### src/design/fra_pkg.sv
/*
  constants shared by the register-access command decoder of a serial nor flash.
  assumes a 20 mhz system clock; serial inputs are already synchronous to it.
*/
// Behaviour
// - opcode 07h shifts out status register 2
// - status 2 byte repeats, refreshed each byte
// - opcode 35h shifts out configuration, repeating
// - opcode 16h shifts out bank register, repeating
// - opcode 17h loads bank register, no latch
// - bank bit 7 clear gives upper address bits
// - bank write leaves fail flags, busy untouched
// - prefix then write-registers loads bank bits 1:0
// - prefixed write ignores rest, keeps bit 7, closes
// - other command or select cycle closes prefix
// - prefixed write illegal when busy or failed
// - write-registers needs write enable latch set
// - select rises at 8 or 16 data bits
// - select rise starts timed write; its end clears latch
// - failed write sets program or erase fail
// - disable bit clear lets latched writes proceed
// - disable bit set and pin low rejects writes
// - block protect bits refuse program and erase
// - quad mode disables pin write protection
// - status register resets to 00h
// - opcode 06h sets latch after eight bits
package fra_pkg;
  localparam logic [7:0] OPC_STATUS_TWO_READ = 8'h07;
  localparam logic [7:0] OPC_CONFIG_READ     = 8'h35;
  localparam logic [7:0] OPC_BANK_READ       = 8'h16;
  localparam logic [7:0] OPC_BANK_WRITE      = 8'h17;
  localparam logic [7:0] OPC_BANK_PREFIX     = 8'hB9;
  localparam logic [7:0] OPC_WRITE_REGS      = 8'h01;
  localparam logic [7:0] OPC_WRITE_ENABLE    = 8'h06;

  localparam int SR1_BUSY_BIT  = 0;
  localparam int SR1_LATCH_BIT = 1;
  localparam int SR1_BP_LSB    = 2;
  localparam int SR1_EERR_BIT  = 5;
  localparam int SR1_PERR_BIT  = 6;
  localparam int SR1_LOCK_BIT  = 7;
  localparam int CFG_QUAD_BIT  = 1;
  localparam int BAR_EXT_BIT   = 7;

  localparam logic [7:0] SR1_WRITE_MASK = 8'h9C;
  localparam logic [7:0] SR1_RESET      = 8'h00;
  localparam logic [7:0] CFG_RESET      = 8'h00;
  localparam logic [7:0] BAR_RESET      = 8'h00;

  localparam logic [5:0] BITS_OPCODE = 6'd8;
  localparam logic [5:0] BITS_ONE    = 6'd16;
  localparam logic [5:0] BITS_TWO    = 6'd24;

  localparam int CLOCK_MHZ          = 20;
  localparam int REG_WRITE_TIME_NS  = 5000;
  localparam int REG_WRITE_CYCLES   = (REG_WRITE_TIME_NS * CLOCK_MHZ + 999) / 1000;

  localparam logic [25:0] ARRAY_BYTES = 26'h2000000;

  typedef enum logic [3:0] {
    FRA_IDLE = 4'b0001,
    FRA_OPC  = 4'b0010,
    FRA_READ = 4'b0100,
    FRA_DATA = 4'b1000
  } fra_state_e;
endpackage

### src/design/fra_reg_cmds.sv
/*
  register-access command decoder of a serial nor flash: status 2, config and
  bank reads, bank write, bank prefix, write-registers with timed completion,
  and block protection checks for memory operations.
  assumes sck, cs and si are synchronous to CLOCK and sck is far slower than it.
*/
`timescale 1ns/10ps
module fra_reg_cmds (
  input  wire logic        CLOCK,
  input  wire logic        SYS_RST,
  input  wire logic        CS_N,
  input  wire logic        SCK,
  input  wire logic        SI,
  input  wire logic        WP_N,
  input  wire logic [7:0]  SR2_IN,
  input  wire logic        EMBED_BUSY,
  input  wire logic        FAIL_PGM,
  input  wire logic        FAIL_ERS,
  input  wire logic        MEM_OP_VALID,
  input  wire logic        MEM_OP_BULK,
  input  wire logic [24:0] MEM_OP_ADDR,
  output logic             SO,
  output logic             SO_OE,
  output logic             WR_BUSY,
  output logic [7:0]       STATUS1,
  output logic [7:0]       CONFIG,
  output logic             EXT_ADDR_MODE,
  output logic [7:0]       BANK_HIGH_ADDR,
  output logic             MEM_OP_OK,
  output logic             MEM_OP_REFUSED
);
  import fra_pkg::*;

  fra_state_e  state_r;
  logic        sck_prev_r;
  logic        cs_prev_r;
  logic        bit_tick_r;
  logic        end_tick_r;
  logic [7:0]  opcode_r;
  logic [7:0]  data1_r;
  logic [7:0]  data2_r;
  logic [5:0]  end_cnt_r;
  logic [7:0]  sr1_r;
  logic [7:0]  cfg_r;
  logic [7:0]  bar_r;
  logic        prefix_r;
  logic        busy_r;
  logic [15:0] busy_cnt_r;
  logic [7:0]  new_sr1_r;
  logic [7:0]  new_cfg_r;
  logic        new_cfg_en_r;
  logic        fail_r;
  logic [7:0]  tx_r;
  logic [2:0]  out_cnt_r;
  logic [7:0]  rx_byte;
  logic [5:0]  rx_cnt;
  logic        sck_rise;
  logic        sck_fall;
  logic        cs_rise;
  logic        busy_now;
  logic        hw_locked;
  logic        wreg_len_ok;
  logic        is_wreg;
  logic        pfx_load;
  logic        wreg_start;
  logic        enable_done;
  logic        bank_load;
  logic [7:0]  read_val;
  logic [25:0] prot_base;
  logic        mem_prot;

  assign sck_rise = SCK && !sck_prev_r && !CS_N;
  assign sck_fall = !SCK && sck_prev_r && !CS_N;
  assign cs_rise  = CS_N && !cs_prev_r;
  assign busy_now  = busy_r || EMBED_BUSY;
  assign hw_locked   = sr1_r[SR1_LOCK_BIT] && !WP_N && !cfg_r[CFG_QUAD_BIT];
  assign wreg_len_ok = end_cnt_r == BITS_ONE || end_cnt_r == BITS_TWO;
  assign is_wreg     = end_tick_r && opcode_r == OPC_WRITE_REGS;
  assign pfx_load    = is_wreg && prefix_r && end_cnt_r >= BITS_ONE
                       && !busy_now && !sr1_r[SR1_PERR_BIT] && !sr1_r[SR1_EERR_BIT];
  assign wreg_start  = is_wreg && !prefix_r && wreg_len_ok && sr1_r[SR1_LATCH_BIT]
                       && !busy_now && !hw_locked;
  assign bank_load   = end_tick_r && opcode_r == OPC_BANK_WRITE
                       && end_cnt_r == BITS_ONE && !busy_now;
  assign enable_done = end_tick_r && opcode_r == OPC_WRITE_ENABLE
                       && end_cnt_r == BITS_OPCODE;

  fra_shift_in u_shift (
    .clk      (CLOCK),
    .rst      (SYS_RST),
    .clear    (CS_N),
    .shift_en (sck_rise),
    .bit_in   (SI),
    .byte_out (rx_byte),
    .bit_cnt  (rx_cnt)
  );

  // edge history and delayed strobes
  always_ff @(posedge CLOCK) begin
    if (SYS_RST) begin
      sck_prev_r <= 1'b0;
      cs_prev_r  <= 1'b1;
      bit_tick_r <= 1'b0;
      end_tick_r <= 1'b0;
      end_cnt_r  <= 6'd0;
    end else begin
      sck_prev_r <= SCK;
      cs_prev_r  <= CS_N;
      bit_tick_r <= sck_rise;
      end_tick_r <= cs_rise;
      if (cs_rise) begin
        end_cnt_r <= rx_cnt;
      end
    end
  end

  // captured opcode and data bytes
  always_ff @(posedge CLOCK) begin
    if (SYS_RST) begin
      opcode_r <= 8'h00;
      data1_r  <= 8'h00;
      data2_r  <= 8'h00;
    end else if (bit_tick_r) begin
      if (rx_cnt == BITS_OPCODE) begin
        opcode_r <= rx_byte;
      end
      if (rx_cnt == BITS_ONE) begin
        data1_r <= rx_byte;
      end
      if (rx_cnt == BITS_TWO) begin
        data2_r <= rx_byte;
      end
    end
  end

  // frame state
  always_ff @(posedge CLOCK) begin
    if (SYS_RST) begin
      state_r <= FRA_IDLE;
    end else if (CS_N) begin
      state_r <= FRA_IDLE;
    end else begin
      unique case (state_r)
        FRA_IDLE: begin
          state_r <= FRA_OPC;
        end
        FRA_OPC: begin
          if (bit_tick_r && rx_cnt == BITS_OPCODE) begin
            if (rx_byte == OPC_STATUS_TWO_READ || rx_byte == OPC_CONFIG_READ
                || rx_byte == OPC_BANK_READ) begin
              state_r <= FRA_READ;
            end else begin
              state_r <= FRA_DATA;
            end
          end
        end
        FRA_READ: begin
          state_r <= FRA_READ;
        end
        FRA_DATA: begin
          state_r <= FRA_DATA;
        end
        default: begin
          state_r <= FRA_IDLE;
        end
      endcase
    end
  end

  always_comb begin
    unique case (opcode_r)
      OPC_STATUS_TWO_READ: read_val = SR2_IN;
      OPC_CONFIG_READ:     read_val = cfg_r;
      default:             read_val = bar_r;
    endcase
  end

  // serial output, msb first on falling edges, refreshed each byte
  always_ff @(posedge CLOCK) begin
    if (SYS_RST) begin
      SO        <= 1'b0;
      SO_OE     <= 1'b0;
      tx_r      <= 8'h00;
      out_cnt_r <= 3'd0;
    end else if (state_r != FRA_READ || CS_N) begin
      SO_OE     <= 1'b0;
      out_cnt_r <= 3'd0;
    end else if (sck_fall) begin
      SO_OE     <= 1'b1;
      out_cnt_r <= out_cnt_r + 3'd1;
      if (out_cnt_r == 3'd0) begin
        SO   <= read_val[7];
        tx_r <= {read_val[6:0], 1'b0};
      end else begin
        SO   <= tx_r[7];
        tx_r <= {tx_r[6:0], 1'b0};
      end
    end
  end

  // bank access prefix window
  always_ff @(posedge CLOCK) begin
    if (SYS_RST) begin
      prefix_r <= 1'b0;
    end else if (end_tick_r) begin
      prefix_r <= opcode_r == OPC_BANK_PREFIX && end_cnt_r == BITS_OPCODE;
    end
  end

  // bank address register
  always_ff @(posedge CLOCK) begin
    if (SYS_RST) begin
      bar_r <= BAR_RESET;
    end else if (bank_load) begin
      bar_r <= data1_r;
    end else if (pfx_load) begin
      bar_r[1:0] <= data1_r[1:0];
    end
  end

  // self-timed register write
  always_ff @(posedge CLOCK) begin
    if (SYS_RST) begin
      busy_r       <= 1'b0;
      busy_cnt_r   <= 16'd0;
      new_sr1_r    <= SR1_RESET;
      new_cfg_r    <= CFG_RESET;
      new_cfg_en_r <= 1'b0;
    end else if (wreg_start) begin
      busy_r       <= 1'b1;
      busy_cnt_r   <= 16'(REG_WRITE_CYCLES - 1);
      new_sr1_r    <= data1_r;
      new_cfg_r    <= data2_r;
      new_cfg_en_r <= end_cnt_r == BITS_TWO;
    end else if (busy_r) begin
      if (busy_cnt_r == 16'd0) begin
        busy_r <= 1'b0;
      end else begin
        busy_cnt_r <= busy_cnt_r - 16'd1;
      end
    end
  end

  always_ff @(posedge CLOCK) begin
    if (SYS_RST || wreg_start) begin
      fail_r <= 1'b0;
    end else if (busy_r && (FAIL_PGM || FAIL_ERS)) begin
      fail_r <= 1'b1;
    end
  end

  // status register 1; a write enable landing on completion keeps the latch set
  always_ff @(posedge CLOCK) begin
    if (SYS_RST) begin
      sr1_r <= SR1_RESET;
    end else begin
      if (busy_r && busy_cnt_r == 16'd0) begin
        if (!fail_r && !FAIL_PGM && !FAIL_ERS) begin
          sr1_r <= (sr1_r & ~SR1_WRITE_MASK) | (new_sr1_r & SR1_WRITE_MASK);
        end
        sr1_r[SR1_LATCH_BIT] <= 1'b0;
      end
      if (busy_r && FAIL_PGM) begin
        sr1_r[SR1_PERR_BIT] <= 1'b1;
      end
      if (busy_r && FAIL_ERS) begin
        sr1_r[SR1_EERR_BIT] <= 1'b1;
      end
      if (enable_done) begin
        sr1_r[SR1_LATCH_BIT] <= 1'b1;
      end
      sr1_r[SR1_BUSY_BIT] <= 1'b0;
    end
  end

  // configuration register
  always_ff @(posedge CLOCK) begin
    if (SYS_RST) begin
      cfg_r <= CFG_RESET;
    end else if (busy_r && busy_cnt_r == 16'd0 && new_cfg_en_r && !fail_r
                 && !FAIL_PGM && !FAIL_ERS) begin
      cfg_r <= new_cfg_r;
    end
  end

  // visible status and upper address bits
  always_ff @(posedge CLOCK) begin
    if (SYS_RST) begin
      WR_BUSY        <= 1'b0;
      STATUS1        <= SR1_RESET;
      CONFIG         <= CFG_RESET;
      EXT_ADDR_MODE  <= 1'b0;
      BANK_HIGH_ADDR <= 8'h00;
    end else begin
      WR_BUSY        <= busy_now;
      STATUS1        <= sr1_r | {7'h00, busy_now};
      CONFIG         <= cfg_r;
      EXT_ADDR_MODE  <= bar_r[BAR_EXT_BIT];
      BANK_HIGH_ADDR <= bar_r[BAR_EXT_BIT] ? 8'h00 : {1'b0, bar_r[6:0]};
    end
  end

  // block protection of program and erase requests
  assign prot_base = ARRAY_BYTES - (ARRAY_BYTES >> (3'd7 - sr1_r[SR1_BP_LSB +: 3]));
  assign mem_prot  = sr1_r[SR1_BP_LSB +: 3] != 3'd0
                     && (MEM_OP_BULK || {1'b0, MEM_OP_ADDR} >= prot_base);

  always_ff @(posedge CLOCK) begin
    if (SYS_RST) begin
      MEM_OP_OK      <= 1'b0;
      MEM_OP_REFUSED <= 1'b0;
    end else begin
      MEM_OP_OK      <= MEM_OP_VALID && !mem_prot;
      MEM_OP_REFUSED <= MEM_OP_VALID && mem_prot;
    end
  end

  chk_enable_sets_latch: assert property (@(posedge CLOCK) disable iff (SYS_RST)
    enable_done |=> sr1_r[SR1_LATCH_BIT])
    else $error("write enable did not set the latch");

  chk_bank_write_load: assert property (@(posedge CLOCK) disable iff (SYS_RST)
    bank_load |=> bar_r == $past(data1_r) && sr1_r[6:5] == $past(sr1_r[6:5]))
    else $error("bank write did not load the bank register");

  chk_busy_held: assert property (@(posedge CLOCK) disable iff (SYS_RST)
    wreg_start |=> ##1 (WR_BUSY && STATUS1[SR1_BUSY_BIT]) [*8])
    else $error("write in progress dropped early");

  chk_done_clears_latch: assert property (@(posedge CLOCK) disable iff (SYS_RST)
    $fell(busy_r) && !$past(enable_done) |-> !sr1_r[SR1_LATCH_BIT])
    else $error("latch still set after register write");

  chk_hw_protect: assert property (@(posedge CLOCK) disable iff (SYS_RST)
    is_wreg && !prefix_r && hw_locked && !busy_r |=> !busy_r)
    else $error("write accepted under hardware protection");

  chk_prefix_bank: assert property (@(posedge CLOCK) disable iff (SYS_RST)
    pfx_load && !bank_load
    |=> bar_r[1:0] == $past(data1_r[1:0]) && bar_r[7:2] == $past(bar_r[7:2]))
    else $error("prefixed write loaded the bank register wrongly");

  chk_prefix_close: assert property (@(posedge CLOCK) disable iff (SYS_RST)
    end_tick_r && opcode_r != OPC_BANK_PREFIX |=> !prefix_r)
    else $error("bank prefix stayed open");

  chk_wreg_length: assert property (@(posedge CLOCK) disable iff (SYS_RST)
    is_wreg && !prefix_r && !wreg_len_ok && !busy_r |=> !busy_r)
    else $error("write-registers of bad length was executed");

  chk_refuse_region: assert property (@(posedge CLOCK) disable iff (SYS_RST)
    MEM_OP_VALID && MEM_OP_BULK && sr1_r[SR1_BP_LSB +: 3] != 3'd0
    |=> MEM_OP_REFUSED && !MEM_OP_OK)
    else $error("bulk erase accepted with protection set");
endmodule

### src/design/fra_shift_in.sv
/*
  serial input shifter: collects bits on sck rising strobes and counts them.
  assumes the caller gives one-cycle rise strobes and clears it between frames.
*/
`timescale 1ns/10ps
module fra_shift_in (
  input  wire logic       clk,
  input  wire logic       rst,
  input  wire logic       clear,
  input  wire logic       shift_en,
  input  wire logic       bit_in,
  output logic [7:0]      byte_out,
  output logic [5:0]      bit_cnt
);
  always_ff @(posedge clk) begin
    if (rst || clear) begin
      byte_out <= 8'h00;
    end else if (shift_en) begin
      byte_out <= {byte_out[6:0], bit_in};
    end
  end

  always_ff @(posedge clk) begin
    if (rst || clear) begin
      bit_cnt <= 6'd0;
    end else if (shift_en && bit_cnt != 6'h3F) begin
      bit_cnt <= bit_cnt + 6'd1;
    end
  end
endmodule

### config.mk
export PLATFORM = sky130hd
export DESIGN_NAME = fra_reg_cmds
export DESIGN_NICKNAME = d
export VERILOG_FILES = /design/src/design/fra_pkg.sv /design/src/design/fra_reg_cmds.sv /design/src/design/fra_shift_in.sv
export SDC_FILE = /design/constraint.sdc
export NUM_CORES = 1
export LEC_CHECK = 0
export BUFFER_PORTS_ARGS = -buffer_cell sky130_fd_sc_hd__buf_2
export CORE_UTILIZATION = 41
export DETAILED_ROUTE_END_ITERATION = 8
export HOLD_SLACK_MARGIN = 0.05
export PLACE_DENSITY_LB_ADDON = 0.12
export SLEW_MARGIN = 20
export SYNTH_ARGS = -nofsm -noshare
export SYNTH_HDL_FRONTEND = slang
export SYNTH_SLANG_ARGS = --single-unit
### constraint.sdc
create_clock -name CLOCK -period 3.7 [get_ports CLOCK]
set_clock_uncertainty 0.2 [all_clocks]
set_input_delay 0.185 -clock CLOCK [delete_from_list [all_inputs] [get_ports CLOCK]]
set_output_delay 0.185 -clock CLOCK [all_outputs]
set_load 0.05 [all_outputs]
### Word-level counts from Yosys, hierarchy flattened

Cells that the tools add are included.

* add/sub/neg operators: 5
* magnitude comparators: 2
* eq/ne operators: 23
* shifts and indexed selects: 1
* muxes and demuxes: 19
* bitwise gates (word level): 4
* reductions and logical operators: 86

Operators by type and width (count)
* logical AND 1 bit: 39
* >= comparator 25 x 26 -> 1 bit: 1
* >> shifter 26 x 3 -> 26 bit (first input constant): 1
* subtractor 26 bit (first input constant): 1
* == test 6 x 5 -> 1 bit (second input constant): 4
* == test 8 x 3 -> 1 bit (second input constant): 3
* two-way mux 8 bit: 3
* two-way mux 7 bit: 3
* AND reduction 2 bit: 9
* == test 8 x 5 -> 1 bit (second input constant): 2
* == test 8 x 6 -> 1 bit (second input constant): 2
* zero test 16 bit: 1
* case mux 4 bit (4 select lines): 1
* case mux 8 bit (2 select lines): 1
* subtractor 16 x 1 -> 16 bit (second input constant): 1
* zero test 1 bit: 15
* nonzero test 2 bit: 7
* == test 6 x 4 -> 1 bit (second input constant): 2
* logical OR 1 bit: 9
* == test 8 x 1 -> 1 bit (second input constant): 1
* == test 8 bit (second input constant): 1
* two-way mux 4 bit: 2
* bitwise OR 7 x 8 -> 8 bit: 1
* bitwise OR 8 x 1 -> 8 bit: 1
* other kinds (17): 29

* register bits after elaboration: 153
* input bits: 44
* logic and storage cells: 179

### Depth between registers and ports, before layout

* depth in word-level cells: 9
* gate-level depth with buffers: 12
* depth with buffers taken out: 11

### Hierarchy

From an unflattened synthesis, not the netlist that was laid out.

* cells, all modules: 631
* area, all modules: 5948.2 µm²

Modules (own cells, without submodules)
* fra_reg_cmds: times used 1, cells each 572, area each 5361.4 µm²
* fra_shift_in: times used 1, cells each 59, area each 586.8 µm²

### Least setup slack after synthesis

Ideal clock, no wire load.

* path type: flip-flop to flip-flop
* start: register sr1_r[2]
* end: register MEM_OP_REFUSED
* data arrival time: 2.480 ns
* required time: 3.384 ns
* slack: 0.905 ns
* cell stages (with the launch flop): 13
* buffers on the path: 2
* cell sequence: dfxtp_1 clkbuf_1 or3_1 ha_1 clkbuf_1 nor3_1 a21oi_1 o21ai_0 ha_1 o21ai_0 nand2b_1 a311o_1 and3b_1

* longest elaborated chain between the ends: 7

RTL lines
* start, declared: line fra_reg_cmds.sv:43 `logic [7:0] sr1_r;`
* start signal, assigned: line fra_reg_cmds.sv:259 `sr1_r <= (sr1_r & ~SR1_WRITE_MASK) | (new_sr1_r & SR1_WRITE_MASK);`
* subtractor 3 bit: line fra_reg_cmds.sv:304 `assign prot_base = ARRAY_BYTES - (ARRAY_BYTES >> (3'd7 - sr1_r[SR1_BP_LSB +: 3]));`
* >> shifter 26 x 3 -> 26 bit: line fra_reg_cmds.sv:304
* subtractor 26 bit: line fra_reg_cmds.sv:304
* >= comparator 25 x 26 -> 1 bit: line fra_reg_cmds.sv:306 `&& (MEM_OP_BULK || {1'b0, MEM_OP_ADDR} >= prot_base);`
* logical OR 1 bit: line fra_reg_cmds.sv:306
* logical AND 1 bit *: line fra_reg_cmds.sv:306
* logical AND 1 bit *: line fra_reg_cmds.sv:314 `MEM_OP_REFUSED <= MEM_OP_VALID && mem_prot;`
* end signal, assigned: line fra_reg_cmds.sv:314
* end, declared: line fra_reg_cmds.sv:30 `output logic MEM_OP_REFUSED`

Every way passes the cells marked *; elsewhere a longest branch is shown, timed or not.
A chain may end at the register's enable or synchronous reset.

### Final worst setup path

* start: register sr1_r[2]
* end: register MEM_OP_OK

* longest elaborated chain between the ends: 8

RTL lines
* subtractor 3 bit: line fra_reg_cmds.sv:304
* >> shifter 26 x 3 -> 26 bit: line fra_reg_cmds.sv:304
* subtractor 26 bit: line fra_reg_cmds.sv:304
* >= comparator 25 x 26 -> 1 bit: line fra_reg_cmds.sv:306
* logical OR 1 bit: line fra_reg_cmds.sv:306
* logical AND 1 bit *: line fra_reg_cmds.sv:306
* zero test 1 bit *: line fra_reg_cmds.sv:313 `MEM_OP_OK <= MEM_OP_VALID && !mem_prot;`
* logical AND 1 bit *: line fra_reg_cmds.sv:313
* end signal, assigned: line fra_reg_cmds.sv:313
* end, declared: line fra_reg_cmds.sv:29 `output logic MEM_OP_OK,`

Marks and branches as above.

==> flow_summary.json <==
{
  "hold_violations": 0,
  "wl_per_cell_um": 14.6,
  "use_met2": 0.290,
  "ir_drop_mv": 0.344,
  "gr-total-overflow": 0,
  "worstPathMaxFanout": 8,
  "r2r_start": "sr1_r[2]$_SDFFE_PP0P_",
  "grt_start_max_net_pins": 73,
  "portBuffers": 54,
  "synthCells": 647,
  "syn_area_um2": 6090,
  "clk_pin_slew_ps": 60,
  "fin_tns_setup_ps": 0,
  "dr.pass1.iters": 5,
  "grt_pass1_vias": 4264,
  "r2r_slack_ps": 400,
  "layout-drive-gt1-share": 0.161,
  "worst_slew_margin_rel": 0.321,
  "dieArea_um2": 15300,
  "hpwl_mm": 9.17,
  "clk_latency_ps": 420,
  "boundaryPins": 74,
  "total_leakage_power_nw": 2.96,
  "numCtsBuffers": 17,
  "crit_required_ps": 3870,
  "maxCapViolations": 0,
  "synth_fp_nets": 704,
  "yosys.cell_types.count": 66,
  "dr_total_vias": 4692,
  "cp_data_arrival_time_ps": 3460,
  "status": "completed",
  "start_util": 0.419,
  "multi_input_area_um2": 2970,
  "coreArea_um2": 14500,
  "ant_nets": 0,
  "start_kind": "flop",
  "grt.total_usage": 0.187,
  "met1_usage": 0.245,
  "root_buffer": "clkbuf_16",
  "drt_iter0_drc": 261,
  "critPathKind": "reg -> reg",
  "grt_pass1_wl_mm": 21.4,
  "die_h_um": 124,
  "hold_path_class": "in -> reg",
  "worst_slew_pin_slew_ps": 1010,
  "cts_buffer_depth": 2,
  "crit_path_end": "MEM_OP_OK$_SDFF_PP0_",
  "fin_util": 0.510,
  "fin_crit_sh": 0.892,
  "die_w_um": 124,
  "p_per_area_nw_per_um2": 495,
  "clkSinkCount": 145,
  "crit_start": "sr1_r[2]$_SDFFE_PP0P_",
  "drc": 0,
  "gr-max-usage-layer": "met2",
  "antenna_found_initial": 0,
  "via_per_inst": 5.14,
  "fin_crit_ps": 3300,
  "num_rows": 44,
  "rsz0062_at_grt": "false",
  "placed_area_um2": 6470,
  "synth_warnings": 0,
  "ys_seq_area_frac": 0.477,
  "synth-main-ff-cell": "dfxtp_1",
  "ys_seq_elements": 145,
  "gp_congestion": 0.755,
  "diodes": 0,
  "wl_mm": 13.3,
  "cts.htree.levels": 4,
  "async_reset_ff_frac": 0,
  "seqCellArea_um2": 2900,
  "ff2ff_path_depth": 11,
  "use_met3": 0.0389,
  "fin_nets": 772,
  "syn-mean-instance-area_um2": 9.41,
  "fin_area_um2": 7420,
  "setup_viol": 0,
  "fmax_mhz": 303,
  "r2r_end": "MEM_OP_OK$_SDFF_PP0_",
  "crit_path_end_kind": "flop",
  "cts_tree": "done",
  "fillers": 1326,
  "synth_edf_count": 0,
  "drv_slew": 0,
  "syn2layout_area_growth_pct": 21.8
}
==> placed cells by master, fill, tap and decap left out, drive strengths merged, types with 7 or more instances in the layout <==
cell type and n:
and2 7, a311oi 9, nand2b 15, o221a 8, o21ai 7, a21oi 36
dfxtp 145, nor3 16, dlygate4sd3 25, nand2 47, nor2b 19, xnor2 15
clkbuf 23, nor2 118, nor4 12, inv 17, mux2i 55, a221oi 7
buf 58, ha 13, nand3 7
==> synthesized netlist by cell type (8+ instances only) <==
cell / count / area share
a311oi_1: 8 / 0.012
nor2_1: 116 / 0.072
inv_1: 16 / 0.0099
nand2_1: 46 / 0.028
dfxtp_1: 145 / 0.48
xnor2_1: 15 / 0.022
ha_1: 13 / 0.027
nand2b_1: 15 / 0.015
nor2b_1: 19 / 0.020
mux2i_1: 55 / 0.090
a21oi_1: 36 / 0.030
clkbuf_1: 23 / 0.014
nor3_1: 16 / 0.013
o221a_2: 8 / 0.015
==> worst max-delay path: stages (launching register included) <==
cell           delay, ps
dfxtp_1              380
or3_1                460
ha_1                 310
nor3_1               160
a21oi_1               50
o21ai_0              160
ha_1                 250
o21ai_0              140
nand2b_1              70
a311o_1              360
a21oi_1              150
dlygate4sd3_1        550
==> through the flow <==
step | setup WS, ps | total power, mW | instances | hold WS [ps]
3_3_place_gp | 881 | 1.70 | 855 | 235
2_1_floorplan | 905 | 1.67 | 647 | 113
4_1_cts | 405 | 3.71 | 912 | 70.9
6_report | 401 | 3.67 | 912 | 76.2
3_5_place_dp | 879 | 1.70 | 855 | 249
5_1_grt | 192 | 3.80 | 912 | 115
==> metal layers <==
layer / vias up / share of wire
li1: 2385 / -
met1: 2194 / 0.49
met2: 92 / 0.45
met3: 21 / 0.041
met4: 0 / 0.018
met5: - / 0
==> report_power, final <==
part	leakage, nW	switching, mW	internal, mW
clock	0.343	0.640	1.35
combinational	1.45	0.0592	0.0401
sequential	1.17	0.00928	1.57
total	2.96	0.708	2.96
==> registers in the layout (all words and copies together) (netlist names), 7 cells and up <==
name / flops
BANK_HIGH_ADDR: 7
CONFIG: 8
STATUS1: 8
bar_r: 8
busy_cnt_r: 16
cfg_r: 8
data1_r: 8
data2_r: 8
new_cfg_r: 8
opcode_r: 8
sr1_r: 7
tx_r: 7
u_shift.byte_out: 8
==> kinds of logic (layout without fill, tap and decap cells) <==
group,Yosys count,in the layout,share of synthesized area
other,1,1,0.000616
adder cells (fa/ha/maj),13,13,0.0267
multiplexers,55,55,0.0904
AO/OA/AOI/OAI,87,87,0.106
flip-flops,145,145,0.477
XOR/XNOR,21,21,0.0302
buffers and inverters,52,133,0.0358
AND/OR/NAND/NOR,273,273,0.234
==> how the worst min path moves through the flow <==
| stage | start | to | slack [ps] | depth (start not counted) |
|---|---|---|---|---|
| after floorplan | SCK | sck_prev_r$_SDFF_PP0_ | 110 | 1 |
| after global placement | fail_r$_SDFFE_PP0P_ | fail_r$_SDFFE_PP0P_ | 240 | 2 |
| after detailed placement | new_cfg_r[1]$_SDFFE_PP0P_ | cfg_r[1]$_SDFFE_PP0P_ | 250 | 2 |
| after CTS | MEM_OP_ADDR[24] | MEM_OP_REFUSED$_SDFF_PP0_ | 70 | 4 |
| after global routing | SR2_IN[0] | tx_r[1]$_SDFFE_PP0P_ | 110 | 4 |
| final | MEM_OP_ADDR[24] | MEM_OP_REFUSED$_SDFF_PP0_ | 80 | 4 |
==> area by class of cell <==
class / instances / share of cell area
sequential: 145 / 0.391
clock inverter: 9 / 0.0268
clock buffer: 23 / 0.0671
tap: 184 / 0.0310
inverter: 18 / 0.00911
timing repair buffer: 83 / 0.0746
multi-input combinational: 450 / 0.400
==> timing repair <==
| item | in CTS | in global routing |
|---|---|---|
| setup endpoints to repair | 0 | 0 |
| endpoints found under the hold margin | 42 | 0 |
| hold buffers | 25 | 0 |
| resized for setup | 0 | 0 |
| buffers inserted | 0 | 0 |
Power figures use the tool's default switching activity.
